==> src/receive_side_mac_pkg.sv <==
// Shared constants, states and carriers of the receive address match and statistics block
package receive_side_mac_pkg;

   // ************************************************************
   // Register byte addresses
   // ************************************************************
   localparam logic [31:0] STATION_ADDR_LOW_ADDR       = 32'h08c0_6320;
   localparam logic [31:0] GOOD_FRAME_COUNT_ADDR       = 32'h08c0_6324;
   localparam logic [31:0] OVERSIZE_FRAME_COUNT_ADDR   = 32'h08c0_6328;
   localparam logic [31:0] MISALIGNED_FRAME_COUNT_ADDR = 32'h08c0_632c;
   localparam logic [31:0] CRC_FAIL_COUNT_ADDR         = 32'h08c0_6330;
   localparam logic [31:0] RX_FSM_SNAPSHOT_ADDR        = 32'h08c0_6334;
   localparam logic [31:0] SYMBOL_ERROR_COUNT_ADDR     = 32'h08c0_6338;
   localparam logic [31:0] MCAST_TABLE_WORD3_ADDR      = 32'h08c0_6340;
   localparam logic [31:0] MCAST_TABLE_WORD2_ADDR      = 32'h08c0_6344;
   localparam logic [31:0] MCAST_TABLE_WORD1_ADDR      = 32'h08c0_6348;
   localparam logic [31:0] MCAST_TABLE_WORD0_ADDR      = 32'h08c0_634c;

   // ************************************************************
   // Field positions and reset values
   // ************************************************************
   localparam int          SNAP_PROTO_LSB          = 0;
   localparam int          SNAP_PAD_LSB            = 5;
   localparam logic [15:0] STATION_ADDR_LOW_RST    = 16'h0000;
   localparam logic [15:0] MCAST_TABLE_WORD_RST    = 16'h0000;
   localparam logic [12:0] LONGEST_FRAME_BYTES_RST = 13'h05ee;

   // ************************************************************
   // Frame format and checksum constants
   // ************************************************************
   localparam logic [3:0]  SFD_NIBBLE      = 4'hd;
   localparam logic [14:0] DA_NIBBLES      = 15'h000c;
   localparam logic [13:0] DA_BYTES        = 14'h0006;
   localparam logic [13:0] PAD_LIMIT_BYTES = 14'h0040;
   localparam logic [31:0] CRC_POLY_REFL   = 32'hedb8_8320;
   localparam logic [31:0] CRC_INIT        = 32'hffff_ffff;
   localparam logic [31:0] CRC_RESIDUE     = 32'hdebb_20e3;

   // ************************************************************
   // State machines and carriers
   // ************************************************************
   typedef enum logic [4:0] {
      PROTO_IDLE     = 5'h00,
      PROTO_PREAMBLE = 5'h01,
      PROTO_DATA     = 5'h02,
      PROTO_FINISH   = 5'h03
   } proto_state_e;

   typedef enum logic [1:0] {
      PAD_IDLE  = 2'h0,
      PAD_SHORT = 2'h1,
      PAD_FULL  = 2'h2
   } pad_state_e;

   typedef struct packed {
      logic        sel;
      logic        wr;
      logic [31:0] addr;
      logic [15:0] wdata;
   } pio_req_s;

endpackage

==> src/rx_crc32_nibble.sv <==
// Running frame checksum, fed one receive nibble per cycle
module rx_crc32_nibble
   import receive_side_mac_pkg::*;
(
   input  wire logic        ref_clk_i,
   input  wire logic        rst_n_i,
   input  wire logic        init_i,
   input  wire logic        en_i,
   input  wire logic [3:0]  nibble_i,
   output logic      [31:0] crc_o
);

   // ************************************************************
   // Nibble update, least significant bit first on the wire
   // ************************************************************
   function automatic logic [31:0] crc_step(input logic [31:0] c, input logic [3:0] d);
      logic [31:0] r;
      logic        fb;
      r = c;
      for (int i = 0; i < 4; i++) begin
         fb = r[0] ^ d[i];
         r  = r >> 1;
         if (fb) begin
            r = r ^ CRC_POLY_REFL;
         end
      end
      return r;
   endfunction

   always_ff @(posedge ref_clk_i or negedge rst_n_i) begin
      if (!rst_n_i) begin
         crc_o <= CRC_INIT;
      end else if (init_i) begin
         crc_o <= CRC_INIT;
      end else if (en_i) begin
         crc_o <= crc_step(crc_o, nibble_i);
      end
   end

endmodule

==> src/rx_stat_counter.sv <==
// Loadable wrapping statistics counter
module rx_stat_counter #(
   parameter int WIDTH = 8
) (
   input  wire logic             ref_clk_i,
   input  wire logic             rst_n_i,
   input  wire logic             load_i,
   input  wire logic [WIDTH-1:0] load_val_i,
   input  wire logic             inc_i,
   output logic      [WIDTH-1:0] count_o
);

   // A load and an event in one cycle keep both: the event adds to the loaded value
   always_ff @(posedge ref_clk_i or negedge rst_n_i) begin
      if (!rst_n_i) begin
         count_o <= '0;
      end else if (load_i) begin
         count_o <= load_val_i + WIDTH'(inc_i);
      end else if (inc_i) begin
         count_o <= count_o + WIDTH'(1'b1);
      end
   end

endmodule

==> src/receive_side_mac_stats.sv <==
// Receive side MAC: destination address match, multicast hash filter and statistics
module receive_side_mac_stats
   import receive_side_mac_pkg::*;
(
   input  wire logic        ref_clk_i,
   input  wire logic        rst_n_i,
   input  wire pio_req_s    pio_req_i,
   output logic      [15:0] pio_rdata_o,
   output logic             pio_ack_o,
   input  wire logic        mii_rx_dv_i,
   input  wire logic        mii_rx_er_i,
   input  wire logic [3:0]  mii_rxd_i,
   input  wire logic [31:0] station_addr_high_i,
   input  wire logic [12:0] longest_frame_bytes_i,
   input  wire logic        hash_filter_en_i,
   output logic             frame_done_o,
   output logic             frame_accept_o
);

   // ************************************************************
   // Declarations
   // ************************************************************
   proto_state_e proto_reg;
   proto_state_e proto_next;
   pad_state_e   pad_reg;
   logic [15:0]  station_addr_low_reg;
   logic [63:0]  mcast_table_reg;
   logic [14:0]  nib_cnt_reg;
   logic [3:0]   low_nib_reg;
   logic [47:0]  da_reg;
   logic [5:0]   hash_idx_reg;
   logic         viol_reg;
   logic [31:0]  crc;
   logic         crc_init;
   logic         crc_en;
   logic [13:0]  byte_cnt;
   logic         byte_done;
   logic         frame_end;
   logic         crc_bad;
   logic         odd_nibbles;
   logic         too_long;
   logic         ev_good;
   logic         ev_long;
   logic         ev_align;
   logic         ev_fcs;
   logic         ev_viol;
   logic         wr_en;
   logic         ld_good;
   logic         ld_long;
   logic         ld_align;
   logic         ld_fcs;
   logic         ld_viol;
   logic [15:0]  good_cnt;
   logic [7:0]   long_cnt;
   logic [7:0]   align_cnt;
   logic [7:0]   fcs_cnt;
   logic [7:0]   viol_cnt;
   logic         da_match;
   logic         mcast;
   logic         bcast;
   logic         accept;

   // ************************************************************
   // Receive protocol machine
   // ************************************************************
   always_comb begin
      proto_next = proto_reg;
      case (proto_reg)
         PROTO_IDLE: begin
            if (mii_rx_dv_i) begin
               proto_next = PROTO_PREAMBLE;
            end
         end
         PROTO_PREAMBLE: begin
            if (!mii_rx_dv_i) begin
               proto_next = PROTO_IDLE;
            end else if (mii_rxd_i == SFD_NIBBLE) begin
               proto_next = PROTO_DATA;
            end
         end
         PROTO_DATA: begin
            if (!mii_rx_dv_i) begin
               proto_next = PROTO_FINISH;
            end
         end
         PROTO_FINISH: begin
            proto_next = PROTO_IDLE;
         end
         default: begin
            proto_next = PROTO_IDLE;
         end
      endcase
   end

   always_ff @(posedge ref_clk_i or negedge rst_n_i) begin
      if (!rst_n_i) begin
         proto_reg <= PROTO_IDLE;
      end else begin
         proto_reg <= proto_next;
      end
   end

   // ************************************************************
   // Nibble assembly and destination address capture
   // ************************************************************
   assign crc_init  = (proto_reg == PROTO_PREAMBLE) && (proto_next == PROTO_DATA);
   assign crc_en    = (proto_reg == PROTO_DATA) && mii_rx_dv_i;
   assign byte_done = crc_en && nib_cnt_reg[0];
   assign byte_cnt  = nib_cnt_reg[14:1];
   assign frame_end = (proto_reg == PROTO_DATA) && !mii_rx_dv_i;

   always_ff @(posedge ref_clk_i or negedge rst_n_i) begin
      if (!rst_n_i) begin
         nib_cnt_reg <= '0;
         low_nib_reg <= '0;
      end else if (crc_init) begin
         nib_cnt_reg <= '0;
      end else if (crc_en) begin
         // Saturate: a runaway frame must not wrap back under the size limit
         if (nib_cnt_reg != '1) begin
            nib_cnt_reg <= nib_cnt_reg + 15'h0001;
         end
         low_nib_reg <= mii_rxd_i;
      end
   end

   // First byte on the wire lands in bits 47..40
   always_ff @(posedge ref_clk_i or negedge rst_n_i) begin
      if (!rst_n_i) begin
         da_reg <= '0;
      end else if (byte_done && (byte_cnt < DA_BYTES)) begin
         da_reg <= {da_reg[39:0], mii_rxd_i, low_nib_reg};
      end
   end

   rx_crc32_nibble u_crc (
      .ref_clk_i (ref_clk_i),
      .rst_n_i   (rst_n_i),
      .init_i    (crc_init),
      .en_i      (crc_en),
      .nibble_i  (mii_rxd_i),
      .crc_o     (crc)
   );

   // Checksum just after the twelfth nibble covers exactly the destination address
   always_ff @(posedge ref_clk_i or negedge rst_n_i) begin
      if (!rst_n_i) begin
         hash_idx_reg <= '0;
      end else if ((proto_reg == PROTO_DATA) && (nib_cnt_reg == DA_NIBBLES)) begin
         hash_idx_reg <= crc[5:0];
      end
   end

   // Receive error is remembered for the frame and counted once at its end
   always_ff @(posedge ref_clk_i or negedge rst_n_i) begin
      if (!rst_n_i) begin
         viol_reg <= 1'b0;
      end else if (mii_rx_dv_i && mii_rx_er_i) begin
         viol_reg <= 1'b1;
      end else if (proto_reg == PROTO_IDLE) begin
         viol_reg <= 1'b0;
      end
   end

   // ************************************************************
   // Pad machine
   // ************************************************************
   always_ff @(posedge ref_clk_i or negedge rst_n_i) begin
      if (!rst_n_i) begin
         pad_reg <= PAD_IDLE;
      end else begin
         case (pad_reg)
            PAD_IDLE: begin
               if (crc_init) begin
                  pad_reg <= PAD_SHORT;
               end
            end
            PAD_SHORT: begin
               if (proto_reg != PROTO_DATA) begin
                  pad_reg <= PAD_IDLE;
               end else if (byte_cnt >= PAD_LIMIT_BYTES) begin
                  pad_reg <= PAD_FULL;
               end
            end
            PAD_FULL: begin
               if (proto_reg != PROTO_DATA) begin
                  pad_reg <= PAD_IDLE;
               end
            end
            default: begin
               pad_reg <= PAD_IDLE;
            end
         endcase
      end
   end

   // ************************************************************
   // Frame classification
   // ************************************************************
   assign crc_bad     = (crc != CRC_RESIDUE);
   assign odd_nibbles = nib_cnt_reg[0];
   assign too_long    = (byte_cnt > {1'b0, longest_frame_bytes_i});
   assign ev_long     = frame_end && too_long;
   assign ev_viol     = frame_end && viol_reg;
   assign ev_align    = frame_end && !viol_reg && crc_bad && odd_nibbles;
   assign ev_fcs      = frame_end && !viol_reg && crc_bad && !odd_nibbles;
   assign ev_good     = frame_end && !viol_reg && !crc_bad && !odd_nibbles
                        && !too_long && (byte_cnt >= DA_BYTES);

   // ************************************************************
   // Address match and multicast hash filter
   // ************************************************************
   assign da_match = (da_reg[15:0] == station_addr_low_reg)
                     && (da_reg[47:16] == station_addr_high_i);
   assign mcast    = da_reg[40];
   assign bcast    = (da_reg == '1);
   always_comb begin
      accept = da_match || bcast;
      if (mcast && !bcast) begin
         accept = hash_filter_en_i ? mcast_table_reg[hash_idx_reg] : 1'b1;
      end
   end

   always_ff @(posedge ref_clk_i or negedge rst_n_i) begin
      if (!rst_n_i) begin
         frame_done_o   <= 1'b0;
         frame_accept_o <= 1'b0;
      end else begin
         frame_done_o   <= frame_end;
         frame_accept_o <= ev_good && accept;
      end
   end

   // ************************************************************
   // Statistics counters
   // ************************************************************
   assign wr_en    = pio_req_i.sel && pio_req_i.wr;
   assign ld_good  = wr_en && (pio_req_i.addr == GOOD_FRAME_COUNT_ADDR);
   assign ld_long  = wr_en && (pio_req_i.addr == OVERSIZE_FRAME_COUNT_ADDR);
   assign ld_align = wr_en && (pio_req_i.addr == MISALIGNED_FRAME_COUNT_ADDR);
   assign ld_fcs   = wr_en && (pio_req_i.addr == CRC_FAIL_COUNT_ADDR);
   assign ld_viol  = wr_en && (pio_req_i.addr == SYMBOL_ERROR_COUNT_ADDR);

   rx_stat_counter #(.WIDTH(16)) u_good_cnt (
      .ref_clk_i  (ref_clk_i),
      .rst_n_i    (rst_n_i),
      .load_i     (ld_good),
      .load_val_i (pio_req_i.wdata),
      .inc_i      (ev_good),
      .count_o    (good_cnt)
   );

   rx_stat_counter #(.WIDTH(8)) u_long_cnt (
      .ref_clk_i  (ref_clk_i),
      .rst_n_i    (rst_n_i),
      .load_i     (ld_long),
      .load_val_i (pio_req_i.wdata[7:0]),
      .inc_i      (ev_long),
      .count_o    (long_cnt)
   );

   rx_stat_counter #(.WIDTH(8)) u_align_cnt (
      .ref_clk_i  (ref_clk_i),
      .rst_n_i    (rst_n_i),
      .load_i     (ld_align),
      .load_val_i (pio_req_i.wdata[7:0]),
      .inc_i      (ev_align),
      .count_o    (align_cnt)
   );

   rx_stat_counter #(.WIDTH(8)) u_fcs_cnt (
      .ref_clk_i  (ref_clk_i),
      .rst_n_i    (rst_n_i),
      .load_i     (ld_fcs),
      .load_val_i (pio_req_i.wdata[7:0]),
      .inc_i      (ev_fcs),
      .count_o    (fcs_cnt)
   );

   rx_stat_counter #(.WIDTH(8)) u_viol_cnt (
      .ref_clk_i  (ref_clk_i),
      .rst_n_i    (rst_n_i),
      .load_i     (ld_viol),
      .load_val_i (pio_req_i.wdata[7:0]),
      .inc_i      (ev_viol),
      .count_o    (viol_cnt)
   );

   // ************************************************************
   // Programmed I/O registers
   // ************************************************************
   // Hash words are not guarded against writes while filtering is on; software must quiesce first
   always_ff @(posedge ref_clk_i or negedge rst_n_i) begin
      if (!rst_n_i) begin
         station_addr_low_reg <= STATION_ADDR_LOW_RST;
         mcast_table_reg      <= {4{MCAST_TABLE_WORD_RST}};
      end else if (wr_en) begin
         case (pio_req_i.addr)
            STATION_ADDR_LOW_ADDR:  station_addr_low_reg   <= pio_req_i.wdata;
            MCAST_TABLE_WORD3_ADDR: mcast_table_reg[63:48] <= pio_req_i.wdata;
            MCAST_TABLE_WORD2_ADDR: mcast_table_reg[47:32] <= pio_req_i.wdata;
            MCAST_TABLE_WORD1_ADDR: mcast_table_reg[31:16] <= pio_req_i.wdata;
            MCAST_TABLE_WORD0_ADDR: mcast_table_reg[15:0]  <= pio_req_i.wdata;
            default: begin
            end
         endcase
      end
   end

   // Reads answer one cycle after the select; unmapped addresses read zero
   always_ff @(posedge ref_clk_i or negedge rst_n_i) begin
      if (!rst_n_i) begin
         pio_ack_o   <= 1'b0;
         pio_rdata_o <= '0;
      end else begin
         pio_ack_o   <= pio_req_i.sel;
         pio_rdata_o <= '0;
         if (pio_req_i.sel && !pio_req_i.wr) begin
            case (pio_req_i.addr)
               STATION_ADDR_LOW_ADDR:       pio_rdata_o <= station_addr_low_reg;
               GOOD_FRAME_COUNT_ADDR:       pio_rdata_o <= good_cnt;
               OVERSIZE_FRAME_COUNT_ADDR:   pio_rdata_o <= {8'h00, long_cnt};
               MISALIGNED_FRAME_COUNT_ADDR: pio_rdata_o <= {8'h00, align_cnt};
               CRC_FAIL_COUNT_ADDR:         pio_rdata_o <= {8'h00, fcs_cnt};
               RX_FSM_SNAPSHOT_ADDR:        pio_rdata_o <= {9'h000, pad_reg, proto_reg};
               SYMBOL_ERROR_COUNT_ADDR:     pio_rdata_o <= {8'h00, viol_cnt};
               MCAST_TABLE_WORD3_ADDR:      pio_rdata_o <= mcast_table_reg[63:48];
               MCAST_TABLE_WORD2_ADDR:      pio_rdata_o <= mcast_table_reg[47:32];
               MCAST_TABLE_WORD1_ADDR:      pio_rdata_o <= mcast_table_reg[31:16];
               MCAST_TABLE_WORD0_ADDR:      pio_rdata_o <= mcast_table_reg[15:0];
               default:                     pio_rdata_o <= '0;
            endcase
         end
      end
   end

endmodule

==> config.mk <==
export PLATFORM = sky130hd
export DESIGN_NAME = receive_side_mac_stats
export DESIGN_NICKNAME = d
export VERILOG_FILES = /design/src/receive_side_mac_pkg.sv /design/src/rx_crc32_nibble.sv /design/src/rx_stat_counter.sv /design/src/receive_side_mac_stats.sv
export SDC_FILE = /design/constraint.sdc
export NUM_CORES = 1
export LEC_CHECK = 0
export ABC_AREA = 1
export BUFFER_PORTS_ARGS = -buffer_cell sky130_fd_sc_hd__buf_2
export CORE_UTILIZATION = 35
export DETAILED_ROUTE_END_ITERATION = 8
export SYNTH_ARGS = -nofsm -noshare
export SYNTH_HDL_FRONTEND = slang
export SYNTH_SLANG_ARGS = --single-unit
==> constraint.sdc <==
create_clock -name ref_clk_i -period 6.7 [get_ports ref_clk_i]
set_input_delay 0.67 -clock ref_clk_i [delete_from_list [all_inputs] [get_ports ref_clk_i]]
set_output_delay 0.67 -clock ref_clk_i [all_outputs]
set_load 0.01 [all_outputs]
After elaboration in Yosys (flattened, before gate mapping)
Cells that the tools add are included.

cells by class
  $add $sub $neg = 11
  bitwise operators = 9
  $lt $le $gt $ge = 5
  multiplexer cells = 43
  equal/unequal tests = 27
  reduce and logical (&&, ||, !) cells = 53

operators by type and width
  kind                                                    count
  2-to-1 mux 32 bit                                       12
  equality test 32 x 28 -> 1 bit (second input constant)  11
  one-hot mux 16 bit (11 select lines)                    1
  2-to-1 mux 8 bit                                        8
  NOT 13 -> 14 bit                                        4
  equality test 48 bit (second input constant)            1
  2-to-1 mux 16 bit                                       3
  2-to-1 mux 15 bit                                       3
  adder 8 x 1 -> 8 bit                                    4
  adder 8 x 1 -> 8 bit (second input constant)            4
  equality test 32 bit                                    1
  inequality test 32 bit (second input constant)          1
  logical AND 1 bit                                       27
  2-to-1 mux 5 bit                                        4
  adder 16 x 1 -> 16 bit                                  1
  adder 16 x 1 -> 16 bit (second input constant)          1
  equality test 16 bit                                    1
  nonzero test 2 bit                                      8
  adder 15 x 1 -> 15 bit (second input constant)          1
  equality test 15 x 4 -> 1 bit (second input constant)   1
  inequality test 15 bit (second input constant)          1
  one-hot mux 5 bit (3 select lines)                      1
  >= comparator 14 x 3 -> 1 bit (second input constant)   1
  >= comparator 14 x 7 -> 1 bit (second input constant)   1
  23 further kinds                                        47

storage, ports and cells
  register bits after elaboration = 260
  logic and storage cells = 170
  output and inout bits = 19
  input port bits = 104

Logic depth before layout (Yosys ltp)
Gate-level depths: netlist (run 1).

  depth in word-level cells = 19
  gate-level depth with buffers = 23

Hierarchy
From an unflattened synthesis (run 1), not the netlist that was laid out.

second synthesis, totals
  cells, all modules = 2,271
  area total of the unflattened synthesis = 16,240.6 um2

modules (own cells, without submodules)
  module                             area each (um2)  cells an instance  times used  seq. area each (um2)
  receive_side_mac_stats             10,131.0         1,375              1           4,504.3
  rx_crc32_nibble                    1,975.6          260                1           840.8
  rx_stat_counter (u_good_cnt)       1,508.9          240                1           400.4
  rx_stat_counter (u_align_cnt ...)  663.1            100                2           200.2
  rx_stat_counter (u_long_cnt ...)   649.4            98                 2           200.2

Least setup slack after synthesis (run 1)
OpenSTA, ideal clock, no wires.

  path type = in2reg
  start = input port longest_frame_bytes_i[12]
  end = register u_good_cnt.count_o[12]
  arrival time = 3,188 ps
  slack = 3,395 ps
  data required time = 6,583 ps
  buffers on the path = 0
  stages on the path = 22
  cells stage by stage = inv_1 > ha_1 > inv_1 > nor2_1 > nand3_1 > nor3_1 > nand4_1 > nand2_1 > nand2_2 > inv_1 > ha_1 > ha_1 > inv_1 > nor3_1 > nand2_1 > nor2_1 > nand3_1 > xor2_1 > nand2_1 > nand2_1 > nand2_1 > nand2_1

between the ends
  word-level cells in the longest chain between the ends = 6
  elaborated cells between the ends (all ways) = 7

ends and longest elaborated chain
  item                                        line                           RTL
  start: declaration                          receive_side_mac_stats.sv:14   input wire logic [12:0] longest_frame_bytes_i,
  greater-than comparator 14 x 13 -> 1 bit *  receive_side_mac_stats.sv:202  assign too_long = (byte_cnt > {1'b0, longest_frame_bytes_i});
  logical NOT 1 bit *                         receive_side_mac_stats.sv:208  && !too_long && (byte_cnt >= DA_BYTES);
  logical AND 1 bit * (2 in a row)            receive_side_mac_stats.sv:208
  adder 16 x 1 -> 16 bit                      rx_stat_counter.sv:18          count_o <= load_val_i + WIDTH'(inc_i);
  2-to-1 mux 16 bit                           rx_stat_counter.sv:17          end else if (load_i) begin
  end signal: assignment                      rx_stat_counter.sv:18
  end signal: assignment                      rx_stat_counter.sv:20          count_o <= count_o + WIDTH'(1'b1);
  end: declaration                            rx_stat_counter.sv:10          output logic [WIDTH-1:0] count_o

Mark *: on every way between the ends. The rest lies on a longest branch, timed or not.
A chain may end at the register's enable or synchronous reset.

Final worst setup path (run 1)
  start = register u_crc.crc_o[13]
  end = register u_good_cnt.count_o[12]

between the ends
  word-level cells in the longest chain between the ends = 8
  elaborated cells between the ends (all ways) = 9

ends and longest elaborated chain
  item                              line                           RTL
  start: declaration                rx_crc32_nibble.sv:10          output logic [31:0] crc_o
  start signal: assignment          rx_crc32_nibble.sv:36          crc_o <= crc_step(crc_o, nibble_i);
  inequality test 32 bit *          receive_side_mac_stats.sv:200  assign crc_bad = (crc != CRC_RESIDUE);
  logical NOT 1 bit *               receive_side_mac_stats.sv:207  assign ev_good = frame_end && !viol_reg && !crc_bad && !odd_nibbles
  logical AND 1 bit * (2 in a row)  receive_side_mac_stats.sv:207
  logical AND 1 bit * (2 in a row)  receive_side_mac_stats.sv:208
  adder 16 x 1 -> 16 bit            rx_stat_counter.sv:18
  2-to-1 mux 16 bit                 rx_stat_counter.sv:17

Marked as above.

==> impl_metrics.ini, run 1 <==
[layout]
seqCellArea_mm2 = 0.006546
layout-drive-gt1-share = 0.1438
post-route-util = 0.4066
fillCellCount = 4544
fin_nets = 2315
largest_reg_flops = 64
multiInputGateArea_mm2 = 0.008050
syn_to_final_growth_pct = 13.94

[synthesis]
synth-seq-cells = 260
synth_seq_area_share = 0.4121
synthesis.area_mm2 = 0.01589
yosysWarnings = 0
synth_area_per_cell_um2 = 7.601
synth_area_leaders = dfrtp_1, nand2_1, xor2_1, nand3_1, inv_1
synth_top_area_share = 0.3592
yosysUniqueCellTypes = 53
yosys.area.top_type = dfrtp_1
netlist_instances = 2090

[global_route]
grt_pass1_wl_um = 74940
grt_pass1_vias = 13820
grt_usage = 0.2012
grt-ovfl-total = 0
antenna_found_initial = 4
grt_max_degree = 155

[clocking]
numCtsBuffers = 30
clk_pin_slew_ps = 60
post_cts_buffers = 0
cts_resized = 0
clk_path_buf_depth = 3
cts.sinks = 260
cts.htree.levels = 1
worstSkewPairLatency_ps = 570
cts_tree = yes
cts-root-buf = clkbuf_16
hold_buffers = 0

[sta]
slew_headroom = 0.2831
worst_pin_slew_ps = 1074
slew_violations = 0
hold_slack_ps = 107.6
tns_ps = 0
period_share = 0.5488
fmax_ghz = 0.2720
setup_viol = 0
rsz0062_at_grt = false
hold_viol_final = 0
period_needed_ps = 3677
fin_skew_ps = 12.23

[critical_path]
crit_fanout = 9
required_ps = 7160
arrival_ps = 4140
cp-end-kind = flip-flop
path_class = flip-flop to flip-flop
start_kind = flip-flop

[outcome]
outcome = finished, final reports clean

[routing]
drc = 0
ant_nets = 0
wirelength_um = 46380
wl_per_cell_um = 16.57
drtIter0Drc = 1086
drt_pass1_iterations = 7
vias = 14123
avgViaCountPerCell = 5.046

[pwr]
p_leak_uw = 0.008636
total_power_uw = 3794
irDropWorstVdd_uv = 132.3
power-per-cell-area_mw_per_mm2 = 209.6

[worst_hold_path]
min_path_type = input pin to asynchronous set/reset pin

[die]
die_area_mm2 = 0.04624
io_pins = 123
die_h_um = 215.0
start_util = 0.3569
rows = 77
die_width_um = 215.0
core_mm2 = 0.04451

[placed_design]
place.gp.congestion = 0.9049
dp_hpwl_um = 33960
portBuffers = 122

[run]
drv_cap = 0
power breakdown:
group	total (µW)	leakage [µW]	internal, µW	switching (µW)
combinational	263	0.00475	94.4	168
clock	1900	0.000562	1190	707
sequential	1630	0.00333	1610	25.1
routing by layer:
metal,up-vias,wire length (µm),GRT usage
met5,-,53,0
met4,8,1089,0.05556
met3,79,2958,0.03510
met2,360,21410,0.3279
met1,6746,20870,0.2738
li1,6930,-,-
cells in the mapped netlist (all sizes together):
cell type and number:
nand2 569, inv 247, dfrtp 228, o21ai 216
nand3 191, nor2 157, xor2 116, nor3 44
buf 40, dfstp 32, clkbuf 30, ha 30
xnor2 27, nand4 25, o211ai 22, a21oi 20
or2 20, nor4 17, o22ai 14, mux2 13
a22oi 11, nand3b 7, clkinv 3, mux2i 2
o31ai 2, a211oi 1, a41oi 1, conb 1
nor3b 1, o2111ai 1, o21a 1, o22a 1
kinds of logic after synthesis:
group / share of synthesized area
XOR/XNOR: 0.08286
flip-flops: 0.4121
other: 0.0002361
AO/OA/AOI/OAI: 0.09972
multiplexers: 0.01048
AND/OR/NAND/NOR: 0.2894
buffers and inverters: 0.08160
adder cells (fa/ha/maj): 0.02363
metrics by stage:
stage / cells / cell area [µm²] / setup WS, ps
floorplan: 2092 / 15890 / 3395
global placement: 2741 / 16950 / 2836
detailed placement: 2741 / 16950 / 2796
CTS: 2797 / 18090 / 3054
global route: 2797 / 18090 / 2602
finish: 2799 / 18100 / 3023
worst paths after layout:
kind                                 start                endpoint  slack, ps  cells past startpoint
setup / recovery           u_crc.crc_o[13]  u_good_cnt.count_o[12]       3020                     20
hold / removal                     rst_n_i  u_align_cnt.count_o[3]        110                      1
setup reg to reg           u_crc.crc_o[13]  u_good_cnt.count_o[12]       3020                     20
hold reg to reg                 pad_reg[0]              pad_reg[1]        480                      1
max in group asynchronous          rst_n_i              da_reg[27]       5270                      2
min in group ref_clk_i       pio_req_i[49]               pio_ack_o        230                      1
cell type report:
type / count / share of cell area
Multi-Input combinational cell: 1512 / 0.4448
Timing Repair Buffer: 127 / 0.03705
Tap cell: 592 / 0.04092
Clock buffer: 43 / 0.04922
Inverter: 250 / 0.05198
Sequential cell: 260 / 0.3617
Antenna cell: 2 / 0.0002765
Clock inverter: 13 / 0.01410
layout by cell type, fill, tap and decap left out, drive strengths merged, types with 7 or more instances in the layout:
cell type,count
nor4,17
bufinv,7
nand3b,7
nand3,191
inv,248
xnor2,27
o211ai,22
dfrtp,228
or2,20
nor3,44
xor2,116
nor2,157
clkinv,8
a21oi,20
ha,30
o21ai,216
buf,127
nand2,569
clkbuf,43
nand4,25
a22oi,11
mux2,13
dfstp,32
o22ai,14
worst max-delay path: stages (launching register included):
cell,delay [ps]
dfstp_2,540
inv_1,60
nor4_1,330
nand2_1,80
nor2_1,290
nand3_1,150
nor2_2,160
nand2_2,170
inv_1,90
ha_1,190
ha_1,210
inv_1,70
nor3_1,390
nand2_1,150
nor2_1,180
nand3_1,110
xor2_1,160
nand2_1,70
nand2_1,50
nand2_1,60
nand2_1,50
(Power assumes the default switching activity.)
==> run 2: changes to the inputs <==
==> constraint.sdc (replaced) <==
create_clock -name ref_clk_i -period 3.4 [get_ports ref_clk_i]
set_input_delay 0.34 -clock ref_clk_i [delete_from_list [all_inputs] [get_ports ref_clk_i]]
set_output_delay 0.34 -clock ref_clk_i [all_outputs]
set_load 0.01 [all_outputs]
==> run 2 against run 1 <==
  * Hold slack got worse by 74 ps
  * Clock power increased by 72%
  * Combinational power grew 100%
  * First-iteration DRC count is 17% higher
  * Die area stayed put
  * Core utilization rose by 0.056 points
  * Non-clock buffer count increased by 19
  * Sequential cell count unchanged
  * Critical path type unchanged
==> impl_metrics.ini, run 2 (synthesized netlist as in run 1, its figures left out) <==
[outcome]
outcome = finished, final reports clean

[die]
die_area_mm2 = 0.04624
start_util = 0.3569
core_mm2 = 0.04451
rows = 77
io_pins = 123
die_width_um = 215.0
die_h_um = 215.0

[worst_hold_path]
min_from = mii_rxd_i[3]
holdPathEnd = low_nib_reg[3]
min_path_type = input pin to flip-flop
hold_depth = 3

[layout]
final_common_cell = nand2_1
final_cell_mix = nand2_1, inv_1, dfrtp_1, nand3_1, o21ai_0
largest_reg_flops = 64
instances_no_fill = 2813
fin_nets = 2334
layout-drive-gt1-share = 0.1483
final_cell_area_mm2 = 0.01812
fillCellCount = 4571
syn_to_final_growth_pct = 14.10

[critical_path]
start_kind = flip-flop
crit_fanout = 6
cp_cell_sequence = nor3_1 > inv_1 > nor3_1 > nand2_1 > nand3_1 > nor2_2 > nand2_2 > inv_1 > ha_1 > ha_1 > inv_1 > nor3_2 > buf_4 > xor2_1 > o21ai_0 > inv_1 > nand2_1 > nand2_1 > inv_1
crit_slowest_cell = dfrtp_1
path_class = flip-flop to flip-flop
cp_slowest_stage_delay_ps = 440
arrival_ps = 3580
r2r_end = u_good_cnt.count_o[6]
cp-end-kind = flip-flop
cp_common_cell = inv_1
required_ps = 3910
worst_r2r_path_depth = 19
r2r_start = nib_cnt_reg[14]
r2r_slack_ps = 330

[routing]
wirelength_um = 46710
vias = 14240
wl_per_cell_um = 16.60
drc = 0
avgViaCountPerCell = 5.062
drtIter0Drc = 1270
drt_pass1_iterations = 5
ant_nets = 0

[sta]
fin_ws_ps = 329.9
tns_ps = 0
period_share = 0.9030
hold_viol_final = 0
worst_pin_slew_ps = 1095
slew_headroom = 0.2695
period_needed_ps = 3070
fmax_ghz = 0.3257
slew_violations = 0
fin_skew_ps = 24.41
setup_viol = 0
rsz0062_at_grt = false
hold_slack_ps = 33.37

[global_route]
grt_usage = 0.2012
grt_max_degree = 89
grt-ovfl-total = 0
grt_pass1_vias = 13617
grt_pass1_wl_um = 74330
antenna_found_initial = 6

[placed_design]
dp_hpwl_um = 34650
place.gp.congestion = 0.9043
portBuffers = 122
placed_cell_area_mm2 = 0.01707
pre_cts_slack_ps = 203.9
place_inst = 2756

[pwr]
power-per-cell-area_mw_per_mm2 = 386.8
irDropWorstVdd_uv = 328.1
p_leak_uw = 0.008665

[clocking]
clk_path_buf_depth = 3
cts.htree.levels = 1
cts.sinks = 260
cts-root-buf = clkbuf_16
numCtsBuffers = 30
worstSkewPairLatency_ps = 590
clk_pin_slew_ps = 60
cts_tree = yes

[run]
drv_cap = 0
## run 2: changes by cell type in the layout (fill, tap and decap cells not counted), sizes merged
cell,before,now
inv,248,247
buf,127,142
dlygate4sd3,0,4
bufinv,7,3
## run 2: worst max path at each step
stage	from	end	slack, ps
6_report	nib_cnt_reg[14]	u_good_cnt.count_o[6]	330
5_1_grt	u_crc.crc_o[5]	u_good_cnt.count_o[12]	30
4_1_cts	u_crc.crc_o[13]	u_good_cnt.count_o[12]	180
3_5_place_dp	u_crc.crc_o[13]	u_good_cnt.count_o[12]	200
3_3_place_gp	longest_frame_bytes_i[12]	u_good_cnt.count_o[12]	250
2_1_floorplan	nib_cnt_reg[13]	u_good_cnt.count_o[12]	370
## run 2: metrics by stage
| step | utilization | total power [µW] |
|---|---|---|
| 3_3_place_gp | 0.3836 | 3785 |
| 6_report | 0.4072 | 7010 |
| 5_1_grt | 0.4072 | 7262 |
| 4_1_cts | 0.4064 | 7076 |
| 3_5_place_dp | 0.3836 | 3796 |
| 2_1_floorplan | - | 3551 |
## run 2: critical path: cells and delay by family, from the launching register on
family / cells / cell delay [ps]
compound gates: 1 / 160
buf+inv: 6 / 440
simple gates: 9 / 1410
xor+xnor: 1 / 130
flops: 1 / 440
fa+ha+maj: 2 / 410
## run 2: area by class of cell
type / count / area [µm²] / area share
timing repair buffer: 146 / 835.8 / 0.04611
inverter: 250 / 940.9 / 0.05191
tap: 592 / 740.7 / 0.04087
sequential: 260 / 6546 / 0.3612
clock buffer: 43 / 849.6 / 0.04687
clock inverter: 8 / 126.4 / 0.006972
multi-input combinational: 1512 / 8080 / 0.4458
antenna: 2 / 5.005 / 0.0002761
## run 2: timing repair
action | CTS | global route
setup buffers | 0 | 0
setup endpoints to repair | 0 | 8
hold buffers | 4 | 0
endpoints found under the hold margin | 76 | 0
resized for setup | 0 | 6
## run 2: metal layers
layer | share of wire | global-route usage | vias up
li1 | - | - | 6956
met1 | 0.45 | 0.2787 | 6778
met2 | 0.46 | 0.3238 | 418
met3 | 0.065 | 0.03156 | 78
met4 | 0.025 | 0.05745 | 10
met5 | 0.0013 | 0 | -
## run 2: report_power, final
group	internal, µW	total, µW	switching (µW)
logic	192	530	338
clock network	1940	3260	1320
registers	3170	3220	50.3
